### src/logic/psram_cfg_pkg.sv
// Constants for the pseudo-static RAM configuration register block.
// Assumes a single 20 MHz clock and a synchronous active-high reset.
`default_nettype none
package psram_cfg_pkg;
    localparam int CLK_MHZ = 20;
    localparam logic [15:0] BUS_CFG_RESET = 16'h9D1F;
    localparam logic [15:0] REF_CFG_RESET = 16'h0010;
    localparam logic [1:0] SEL_REFRESH = 2'h0;
    localparam logic [1:0] SEL_BUS = 2'h2;
    localparam logic [15:0] SEQ_REFRESH = 16'h0000;
    localparam logic [15:0] SEQ_BUS = 16'h0001;
    localparam int DRIVE_LSB = 4;
    localparam int WAIT_CFG_BIT = 8;
    localparam int WAIT_POL_BIT = 10;
    localparam int LAT_LSB = 11;
    localparam int FIXED_LAT_BIT = 14;
    localparam int ASYNC_BIT = 15;
    localparam int SLEEP_BIT = 4;
    localparam int EXIT_US = 10;
    localparam int INIT_US = 150;
    localparam int EXIT_CYC = EXIT_US * CLK_MHZ;
    localparam int INIT_CYC = INIT_US * CLK_MHZ;
    localparam logic [2:0] LAT_CODE_EIGHT = 3'h0;
    localparam logic [3:0] LAT_EIGHT = 4'h8;
    typedef enum logic [1:0] {
        ST_IDLE = 2'b00,
        ST_LAT = 2'b01,
        ST_DATA = 2'b11
    } burst_e;
endpackage
`default_nettype wire

### src/logic/psram_bus_refresh_config.sv
// Configuration registers, deep-sleep control and burst latency timing.
// Assumes the address/data pins are already decoded into load strobes.
`default_nettype none

module psram_bus_refresh_config
    import psram_cfg_pkg::*;
#(
    parameter int EXIT_CYCLES = EXIT_CYC,
    parameter int INIT_CYCLES = INIT_CYC
) (
    input wire logic i_clk,
    input wire logic i_rst,
    input wire logic i_config_reg_enable,
    input wire logic [1:0] i_addr_sel,
    input wire logic i_seq_valid,
    input wire logic [15:0] i_seq_select,
    input wire logic i_wr,
    input wire logic [15:0] i_muxed_addr_data_lines,
    input wire logic i_cs_n,
    input wire logic i_burst_start,
    input wire logic i_refresh_busy,
    output logic [15:0] o_bus_config_reg,
    output logic [15:0] o_refresh_config_reg,
    output logic [15:0] o_rdata,
    output logic [1:0] o_drive_strength,
    output logic [2:0] o_partial_refresh_select,
    output logic o_sync_mode,
    output logic o_deep_sleep_mode,
    output logic o_init_busy,
    output logic o_wait,
    output logic o_data_valid
);
    // The one counter shared by sleep exit and init is sixteen bits wide, so larger counts cannot work.
    if (EXIT_CYCLES < 1 || EXIT_CYCLES > 65535 ||
        INIT_CYCLES < 1 || INIT_CYCLES > 65535) begin : g_bad_counts
        $error("Cycle counts out of range.");
    end

    logic [15:0] bus_q, bus_d, ref_q, ref_d, rd_q, rd_d;
    logic sleep_q, sleep_d, init_q, init_d, cs_n_q;
    logic [15:0] cnt_q, cnt_d;
    burst_e st_q, st_d;
    logic [3:0] lat_q, lat_d;
    logic wait_int_q, wait_int_d, valid_q, valid_d;
    logic sel_bus, sel_ref;

    // Latency in clocks for a code, doubled on a refresh collision except code eight, whose 16 wraps to 0.
    function automatic logic [3:0] lat_of(input logic [2:0] code,
                                          input logic coll);
        logic [3:0] n;
        n = (code == LAT_CODE_EIGHT) ? LAT_EIGHT : {1'b0, code};
        lat_of = coll ? 4'(n * 2) : n;
    endfunction

    always_comb begin
        sel_bus = (i_config_reg_enable && i_addr_sel == SEL_BUS) ||
                  (i_seq_valid && i_seq_select == SEQ_BUS);
        sel_ref = (i_config_reg_enable && i_addr_sel == SEL_REFRESH) ||
                  (i_seq_valid && i_seq_select == SEQ_REFRESH);
        bus_d = bus_q;
        ref_d = ref_q;
        rd_d = rd_q;
        sleep_d = sleep_q;
        init_d = init_q;
        cnt_d = cnt_q;
        if (!sleep_q && sel_bus && i_wr) begin
            bus_d = i_muxed_addr_data_lines;
        end
        if (!sleep_q && sel_ref && i_wr) begin
            ref_d = i_muxed_addr_data_lines;
        end
        if (sel_bus && !i_wr) begin
            rd_d = bus_q;
        end else if (sel_ref && !i_wr) begin
            rd_d = ref_q;
        end
        if (!sleep_q && !ref_q[SLEEP_BIT] && i_cs_n && !cs_n_q) begin
            sleep_d = 1'b1;
            cnt_d = '0;
        end else if (sleep_q) begin
            if (!i_cs_n) begin
                cnt_d = cnt_q + 16'h0001;
                if (cnt_q == 16'(EXIT_CYCLES - 1)) begin
                    sleep_d = 1'b0;
                    ref_d[SLEEP_BIT] = 1'b1;
                    init_d = 1'b1;
                    cnt_d = '0;
                end
            end else begin
                cnt_d = '0;
            end
        end else if (init_q) begin
            cnt_d = cnt_q + 16'h0001;
            if (cnt_q == 16'(INIT_CYCLES - 1)) begin
                init_d = 1'b0;
                cnt_d = '0;
            end
        end
    end

    always_ff @(posedge i_clk) begin
        if (i_rst) begin
            bus_q <= BUS_CFG_RESET;
            ref_q <= REF_CFG_RESET;
            rd_q <= '0;
            sleep_q <= 1'b0;
            init_q <= 1'b0;
            cnt_q <= '0;
            cs_n_q <= 1'b1;
        end else begin
            bus_q <= bus_d;
            ref_q <= ref_d;
            rd_q <= rd_d;
            sleep_q <= sleep_d;
            init_q <= init_d;
            cnt_q <= cnt_d;
            cs_n_q <= i_cs_n;
        end
    end

    // The wait output runs one clock ahead of data when the config bit
    // is set; otherwise it is delayed a clock and moves together with the
    // data, so the controller takes the data on the edge after it.
    always_comb begin
        st_d = st_q;
        lat_d = lat_q;
        wait_int_d = wait_int_q;
        valid_d = 1'b0;
        case (st_q)
            ST_IDLE: begin
                wait_int_d = 1'b0;
                if (i_burst_start && !bus_q[ASYNC_BIT] && !sleep_q &&
                    !init_q) begin
                    // Fixed mode already covers refresh, so no stretch.
                    lat_d = lat_of(bus_q[LAT_LSB +: 3],
                                   i_refresh_busy &&
                                   !bus_q[FIXED_LAT_BIT]);
                    wait_int_d = 1'b1;
                    st_d = ST_LAT;
                end
            end
            ST_LAT: begin
                lat_d = lat_q - 4'h1;
                // Releasing wait on the last count puts it one clock ahead.
                if (lat_q <= 4'h1) begin
                    wait_int_d = 1'b0;
                    st_d = ST_DATA;
                end
            end
            ST_DATA: begin
                valid_d = 1'b1;
                wait_int_d = 1'b0;
                if (i_cs_n) begin
                    st_d = ST_IDLE;
                    valid_d = 1'b0;
                end
            end
            default: st_d = ST_IDLE;
        endcase
    end

    always_ff @(posedge i_clk) begin
        if (i_rst) begin
            st_q <= ST_IDLE;
            lat_q <= '0;
            wait_int_q <= 1'b0;
            valid_q <= 1'b0;
            o_wait <= 1'b0;
            o_data_valid <= 1'b0;
            o_bus_config_reg <= BUS_CFG_RESET;
            o_refresh_config_reg <= REF_CFG_RESET;
            o_rdata <= '0;
            o_drive_strength <= BUS_CFG_RESET[DRIVE_LSB +: 2];
            o_partial_refresh_select <= REF_CFG_RESET[2:0];
            o_sync_mode <= 1'b0;
            o_deep_sleep_mode <= 1'b0;
            o_init_busy <= 1'b0;
        end else begin
            st_q <= st_d;
            lat_q <= lat_d;
            wait_int_q <= wait_int_d;
            valid_q <= valid_d;
            o_wait <= (bus_q[WAIT_CFG_BIT] ? wait_int_d : wait_int_q) ^
                      !bus_q[WAIT_POL_BIT];
            o_data_valid <= valid_d;
            o_bus_config_reg <= bus_d;
            o_refresh_config_reg <= ref_d;
            o_rdata <= rd_d;
            o_drive_strength <= bus_d[DRIVE_LSB +: 2];
            o_partial_refresh_select <= ref_d[2:0];
            o_sync_mode <= !bus_d[ASYNC_BIT];
            o_deep_sleep_mode <= sleep_d;
            o_init_busy <= init_d;
        end
    end
endmodule
`default_nettype wire

### config.mk
export PLATFORM = sky130hd
export DESIGN_NAME = psram_bus_refresh_config
export DESIGN_NICKNAME = d
export VERILOG_FILES = /design/src/logic/psram_cfg_pkg.sv /design/src/logic/psram_bus_refresh_config.sv
export SDC_FILE = /design/constraint.sdc
export NUM_CORES = 1
export LEC_CHECK = 0
export ABC_AREA = 1
export BUFFER_PORTS_ARGS = -buffer_cell sky130_fd_sc_hd__buf_4
export CAP_MARGIN = 20
export CORE_ASPECT_RATIO = 1.5
export CORE_UTILIZATION = 36
export CTS_BUF_LIST = sky130_fd_sc_hd__clkbuf_4
export CTS_CLUSTER_DIAMETER = 120
export DETAILED_ROUTE_END_ITERATION = 7
export GPL_ROUTABILITY_DRIVEN = 1
export PLACE_DENSITY = 0.62
export SYNTH_ARGS = -nofsm -noshare
export SYNTH_HDL_FRONTEND = slang
export SYNTH_SLANG_ARGS = --single-unit
### constraint.sdc
create_clock -name i_clk -period 4.4 [get_ports i_clk]
set_input_delay 0.66 -clock i_clk [delete_from_list [all_inputs] [get_ports i_clk]]
set_output_delay 0.66 -clock i_clk [all_outputs]
set_load 0.05 [all_outputs]
* Yosys cells after proc, flatten, opt, wreduce, memory -nomap -nowiden
Cells that the tools add are included.
** Word-level totals
- Bits in registers :: 82
- Input port bits :: 42
- Output and inout bits :: 58
- Logic and storage cells :: 109
** Cells by class
- Add/subtract/negate cells :: 2
- Magnitude comparators :: 1
- Eq/ne operators :: 11
- Muxes and demuxes :: 35
- Bitwise logic cells :: 3
- Reductions and logical operators :: 40
** Operators with widths (count)
- $mux 16 :: 8
- $logic_and 1x1->1 :: 17
- $mux 1 :: 17
- $add 16x1->16 const B :: 1
- $eq 16x1->1 const B :: 1
- $eq 16x12->1 const B :: 1
- $eq 16x8->1 const B :: 1
- $logic_not 16->1 :: 1
- $mux 4 :: 3
- $logic_not 1->1 :: 9
- $ne 2x2->1 const B :: 4
- $pmux 4 s2 :: 1
- $mux 2 :: 3
- $pmux 2 s3 :: 1
- $reduce_and 3->1 :: 2
- $reduce_bool 2->1 :: 3
- $mux 5 :: 1
- $eq 2x2->1 const B :: 2
- $le 4x1->1 const B :: 1
- $logic_not 2->1 :: 2
- $reduce_or 2->1 :: 2
- $sub 4x1->4 const B :: 1
- $logic_not 3->1 :: 1
- $pmux 1 s3 :: 1
- 6 further kinds :: 8

* Logic depth before layout (Yosys ltp)
Gate-level depths: netlist of run 1.
- Depth in word-level cells :: 10
- Gate-level depth with buffers :: 12
- Depth with buffers taken out :: 12

* Worst setup path before layout of run 1
OpenSTA, ideal clock, no wires.
- Path kind :: input-to-reg
- From :: in i_seq_select[3]
- To :: reg o_bus_config_reg[13]
- Library setup time :: 0.127 ns
- Data arrival time :: 1.617 ns
- Slack :: 2.657 ns
- Cell stages on the path :: 9
- Cell sequence :: nor2_1 -> nand2_1 -> nor2_1 -> nand3_1 -> nand2_4 -> nand2_2 -> clkbuf_1 -> o21ai_0 -> a21oi_1
** On the way
- Cells in the longest elaborated chain, start to end :: 5
** RTL lines
- from (decl) :: line psram_bus_refresh_config.sv:16 : input wire logic [15:0] i_seq_select,
- $eq 16x1->1 :: line psram_bus_refresh_config.sv:57 : (i_seq_valid && i_seq_select == SEQ_BUS);
- $logic_and 1x1->1 :: line psram_bus_refresh_config.sv:57
- $logic_or 1x1->1 :: line psram_bus_refresh_config.sv:56 : sel_bus = (i_config_reg_enable && i_addr_sel == SEL_BUS) ||
- $logic_and 1x1->1 (2 in a row) :: line psram_bus_refresh_config.sv:66 : if (!sleep_q && sel_bus && i_wr) begin
- to (signal assigned) :: line psram_bus_refresh_config.sv:186 : o_bus_config_reg <= bus_d;
- to (decl) :: line psram_bus_refresh_config.sv:22 : output logic [15:0] o_bus_config_reg,
No other way between the ends.
A chain may end at the register's enable or synchronous reset.

* Final worst setup path of run 1
- From :: reg cnt_q[0]
- To :: reg cnt_q[12]
** On the way
- Cells in the longest elaborated chain, start to end :: 4
- Elaborated cells on any way between the ends :: 8
** RTL lines
- from (decl) :: line psram_bus_refresh_config.sv:41 : logic [15:0] cnt_q, cnt_d;
- from (signal assigned) :: line psram_bus_refresh_config.sv:116 : cnt_q <= cnt_d;
- $add 16x1->16, or another cell as far along :: line psram_bus_refresh_config.sv:82, psram_bus_refresh_config.sv:93
- $mux 16 (on tied branches) :: line psram_bus_refresh_config.sv:94, psram_bus_refresh_config.sv:83
- $mux 16 (on tied branches) :: line psram_bus_refresh_config.sv:92, psram_bus_refresh_config.sv:81
- $mux 16 (*) :: line psram_bus_refresh_config.sv:80 : end else if (sleep_q) begin
Mark *: on every way between the ends. The rest lies on a longest branch, timed or not. The select of a mux whose other input is x is not followed.

==> flow_metrics.tcl, run 1 <==
set metrics [dict create \
    status "completed" \
    post_cts.repair.setup_buffers 0 \
    synth_nets 546 \
    final_hold_viol_count 0 \
    crit_family "simple AND/OR/NAND/NOR gates" \
    grt_pass1_wl_um 16000 \
    crit_buf_inv 2 \
    finalSetupViolations 0 \
    io_buffers 99 \
    final-seq-area_um2 1540 \
    core_um2 9690 \
    placementRows 44 \
    stdcell_count 707 \
    post_cts_resized 0 \
    place_congestion 0.873 \
    synth_edf_count 0 \
    worst-path-max-fanout 12 \
    start_kind "register" \
    clockBufferDepth 2 \
    tns_ns 0 \
    end_kind "register" \
    cpMostUsedCell "nand2_1" \
    yosys_warnings 0 \
    fmax_mhz 457 \
    final_util_pct 46.5 \
    synth_area_leaders "dfxtp_1 43%, nand3_1 9.4%, nand2_1 8.3%" \
    slowest_stage "dfxtp_1" \
    cap_viol_max_count 0 \
    hpwlAfterDp_um 7210 \
    die-area_um2 10400 \
    drtPass1Iterations 4 \
    cts_sinks 77 \
    vias 3513 \
    antenna_found_initial 0 \
    multi_input_area_um2 1640 \
    areaGrowthSynthToFinish_pct 25.7 \
    p_leak_nw 2.06 \
    dominantRegCellSynth "dfxtp_1" \
    yosys.area.top_type_share_pct 43.0 \
    die_y_um 124 \
    worstPathCellList "ha_1, nand2_1, nor2_1, inv_1, nor2_1, nand3_1, nand2_1, nand3_1, nand2_1, inv_1, nand2_1, nor2_1" \
    initial_core_util_pct 37.0 \
    cts-root-buf "clkbuf_4" \
    async_flop_share_pct 0 \
    fp.dieW_um 83.4 \
    crit_arrival_ns 2.54 \
    finalCriticalPeriod_ns 2.19 \
    synth_area_um2 3580 \
    crit_required_ns 4.75 \
    grt_pass1_vias 3386 \
    cts_hold_buf 0 \
    synth_area_leader_cell "dfxtp_1" \
    power_density_nw_per_um2 313 \
    cts_buffers 9 \
    worstSkewPairLatency_ns 0.45 \
    whs_path_depth 3 \
    place_inst 691 \
    wl_per_cell_um 13.9 \
    finClkSkew_ns 0.0121 \
    fill_cells 1015 \
    cts.clk_slew.worst_paths_ns 0.12 \
    drt_iter0_markers 140 \
    vias_per_cell 4.97 \
    fin_crit_sh_pct 49.7 \
    slew-limit-headroom_pct 31.7 \
    grt_max_degree 38 \
    routed_wl_um 9850 \
    track_usage_pct 19.9 \
    synth_cell_types 33 \
    tightest_slew_ns 1.02 \
    cp_slowest_stage_delay_ns 0.44 \
    postSynthCellCount 501 \
    avgSynthCellArea_um2 7.15 \
    ant_nets 0 \
    io_pins 100 \
    grt_overflow_total 0 \
    drive_gt1_share_pct 23.0 \
    r2r_cells 12 \
    cp.depth 12 \
    synth.yosys.seq_area_share_pct 43.0 \
    drc 0 \
    min_path_type "primary input to register" \
    critPathKind "register to register" \
    nets 632 \
    cts_tree "yes" \
    htreeDepth 3 \
    synth-seq-cells 77 \
    rsz0062_at_grt "false" \
    diodes 0 \
    peakVddDrop_mv 0.169 \
    maxSlewViolCount 0 \
]
through the flow:
step | instance area, µm² | setup slack, ns | hold slack (ns) | power (mW)
floorplan | 3580 | 2.66 | 0.465 | 0.866
global placement | 4350 | 1.94 | 0.470 | 0.937
detailed placement | 4350 | 1.86 | 0.472 | 0.939
CTS | 4500 | 2.18 | 0.412 | 1.42
global route | 4500 | 1.94 | 0.404 | 1.47
finish | 4500 | 2.21 | 0.431 | 1.41
cell usage in the layout (no fill, tap or decap), types with 5 or more instances in the layout:
cell | synthesis | routed
nor3_1 | 8 | 8
nor2_1 | 42 | 42
buf_4 | 8 | 99
inv_1 | 67 | 67
a21oi_1 | 51 | 51
dfxtp_1 | 77 | 77
o211ai_1 | 11 | 11
o21ai_0 | 36 | 36
clkbuf_4 | 0 | 9
nand2_1 | 79 | 79
nand2_4 | 5 | 5
nand3_1 | 67 | 67
worst reg2reg max path, stage by stage, from the launching register on:
cell,delay (ns)
dfxtp_1,0.44
ha_1,0.20
nand2_1,0.09
nor2_1,0.19
inv_1,0.06
nor2_1,0.18
nand3_1,0.10
nand2_1,0.07
nand3_1,0.09
nand2_1,0.36
inv_1,0.18
nand2_1,0.09
nor2_1,0.05
cell type report:
cell class / count / share of cell area (%)
Timing Repair Buffer: 99 / 16.5
Tap cell: 115 / 3.20
Clock inverter: 7 / 2.00
Clock buffer: 9 / 1.50
Sequential cell: 77 / 34.2
Multi-Input combinational cell: 327 / 36.5
Inverter: 73 / 6.09
routing by layer:
metal	vias to the layer above	part of all wire, %	global-route usage, %
met3	20	3.3	3.31
met4	0	3.4	10.7
met1	1598	41	21.5
li1	1816	-	-
met2	79	52	37.4
met5	-	0	0
Yosys cell counts (all sizes together) (2+ instances only):
| cell | instances |
|---|---|
| nand2 | 86 |
| dfxtp | 77 |
| inv | 70 |
| nand3 | 70 |
| a21oi | 51 |
| nor2 | 46 |
| o21ai | 37 |
| buf | 12 |
| clkbuf | 12 |
| o211ai | 11 |
| nor3 | 10 |
| clkinv | 3 |
| ha | 3 |
| nand4 | 3 |
| a31oi | 2 |
| nor3b | 2 |
| or2 | 2 |
path summary, 6_finish.rpt:
kind | startpoint | end | slack, ns
worst max-delay path | cnt_q[0] | cnt_q[12] | 2.21
worst min-delay path | i_muxed_addr_data_lines[3] | o_bus_config_reg[3] | 0.43
worst max register to register | cnt_q[0] | cnt_q[12] | 2.21
worst min register to register | o_refresh_config_reg[12] | o_refresh_config_reg[12] | 0.49
logic make-up after synthesis:
logic type | after synthesis | synth area share [%]
AOI/OAI and AO/OA | 102 | 15.2
xor gates and xnor gates | 1 | 0.245
adders and majority gates | 3 | 1.05
buffers and inverters | 97 | 11.1
DFF | 77 | 43.0
and+or+nand+nor | 221 | 29.4
power breakdown:
group	total (mW)	switching [mW]	internal, mW	leakage, nW
Sequential	0.728	0.0128	0.715	0.624
Combinational	0.195	0.129	0.0663	1.35
Clock	0.488	0.261	0.227	0.0817
Power figures use the tool's default switching activity.
==> run 2, diff against run 1 <==
clock period = 2.23 ns   (was 4.4 ns; I/O delays follow)
==> run 2 against run 1 <==
Clock-buffer cell count unchanged. Sequential cell count unchanged. Sequential share of layout area down 0.29 points. Critical path depth down 1. Sequential power up 98%. Cell area up 0.86%. Utilization up 0.40 points. Highest routed layer unchanged. Fmax up 16%. Non-clock buffer count up 8.
==> flow_metrics.tcl, run 2 (synthesis gave the netlist of run 1 again) <==
set metrics [dict create \
    vias_per_cell 4.97 \
    htreeDepth 3 \
    antenna_found_initial 1 \
    status "completed" \
    multi_input_area_um2 1640 \
    place_congestion 0.810 \
    crit_required_ns 2.56 \
    grt_pass1_wl_um 16300 \
    top_layer_used "met4" \
    cts_buffers 9 \
    grt_overflow_total 0 \
    wl_met1_um 4050 \
    final_common_cell "buf_4" \
    final_cell_mix "107 x buf_4, 79 x nand2_1, 77 x dfxtp_1, 67 x inv_1, 67 x nand3_1" \
    post_cts_resized 0 \
    track_usage_pct 20.0 \
    cts_tree "yes" \
    initial_core_util_pct 37.0 \
    tightest_slew_ns 0.469 \
    r2r_cells 11 \
    finalCriticalPeriod_ns 1.89 \
    fin_crit_sh_pct 84.7 \
    fmax_mhz 530 \
    die_y_um 124 \
    worstSkewPairLatency_ns 0.44 \
    stdcell_count 716 \
    areaGrowthSynthToFinish_pct 26.8 \
    wl_met2_um 5250 \
    placed_cell_area_um2 4410 \
    rsz0062_at_grt "false" \
    critPathKind "register to register" \
    grt_max_degree 34 \
    maxSlewViolCount 0 \
    wl_per_cell_um 13.9 \
    fill_cells 997 \
    stdcell_area_um2 4540 \
    power_density_nw_per_um2 589 \
    cts_hold_buf 0 \
    routed_wl_um 9990 \
    min_path_type "primary input to register" \
    cts-root-buf "clkbuf_4" \
    finClkSkew_ns 0.0161 \
    vias 3555 \
    core_um2 9690 \
    drive_gt1_share_pct 23.8 \
    drt_iter0_markers 131 \
    p_leak_nw 2.08 \
    drtPass1Iterations 4 \
    placementRows 44 \
    place_inst 699 \
    crit_arrival_ns 2.21 \
    tns_ns 0 \
    final-seq-area_um2 1540 \
    whs_path_depth 3 \
    hpwlAfterDp_um 7480 \
    drc 0 \
    start_kind "register" \
    post_cts.repair.setup_buffers 0 \
    nets 640 \
    wl_met3_um 411 \
    grt_pass1_vias 3478 \
    cap_viol_max_count 0 \
    io_pins 100 \
    slew-limit-headroom_pct 68.5 \
    cts.clk_slew.worst_paths_ns 0.14 \
    die-area_um2 10400 \
    end_kind "register" \
    finalSetupViolations 0 \
    fp.dieW_um 83.4 \
    worst-path-max-fanout 7 \
    peakVddDrop_mv 0.342 \
    ant_nets 0 \
    io_buffers 99 \
    cts_sinks 77 \
    clockBufferDepth 2 \
    final_hold_viol_count 0 \
]
==> run 2: changes by cell type in the layout (fill, tap and decap cells not counted), sizes merged <==
| cell | delta |
|---|---|
| clkinvlp | +1 |
| bufinv | -1 |
| buf | +8 |
| diode | +1 |
==> run 2: critical path: stages (launching register included) <==
cell	delay (ns)
dfxtp_1	0.44
ha_1	0.20
nand2_1	0.09
nor2_1	0.13
inv_1	0.05
nor2_1	0.17
nand3_1	0.10
nand2_1	0.07
nand3_1	0.08
nand2_1	0.20
buf_4	0.20
nor3b_1	0.05
==> run 2: through the flow <==
stage	util (%)	setup WS, ns	hold slack, ns	power, mW
floorplan	-	0.495	0.455	1.71
finish	46.9	0.342	0.122	2.67
detailed placement	45.5	0.324	0.468	1.86
CTS	46.8	0.332	0.0986	2.70
global placement	45.5	0.379	0.466	1.86
global route	46.9	0.0461	0.109	2.81
==> run 2: power by group <==
group	switching, mW	internal (mW)	leakage, nW
clock network	0.512	0.333	0.0654
registers	0.0255	1.41	0.624
logic	0.256	0.138	1.39
total	0.793	1.88	2.08
==> run 2: routing by layer <==
| layer | up-vias | global-route usage, % |
|---|---|---|
| met5 | - | 0 |
| met4 | 0 | 10.8 |
| met3 | 20 | 3.64 |
| met2 | 81 | 37.4 |
| met1 | 1618 | 21.3 |
| li1 | 1836 | - |
==> run 2: area by class of cell <==
class                   count  area share, %
flip-flops and latches     77           33.9
repair buffers            107           17.7
multi-input cells         327           36.2
clock inverters             7           1.46
diodes                      1         0.0551
clock buffers               9           1.49
inverters                  73           6.03
well taps                 115           3.17
==> run 2: worst paths after layout <==
path                               startpoint                  endpoint  slack (ns)
hold / removal    i_muxed_addr_data_lines[12]      o_bus_config_reg[12]        0.12
hold reg to reg      o_refresh_config_reg[10]  o_refresh_config_reg[10]        0.49
setup reg to reg                     cnt_q[0]                  cnt_q[7]        0.34
setup / recovery                     cnt_q[0]                  cnt_q[7]        0.34
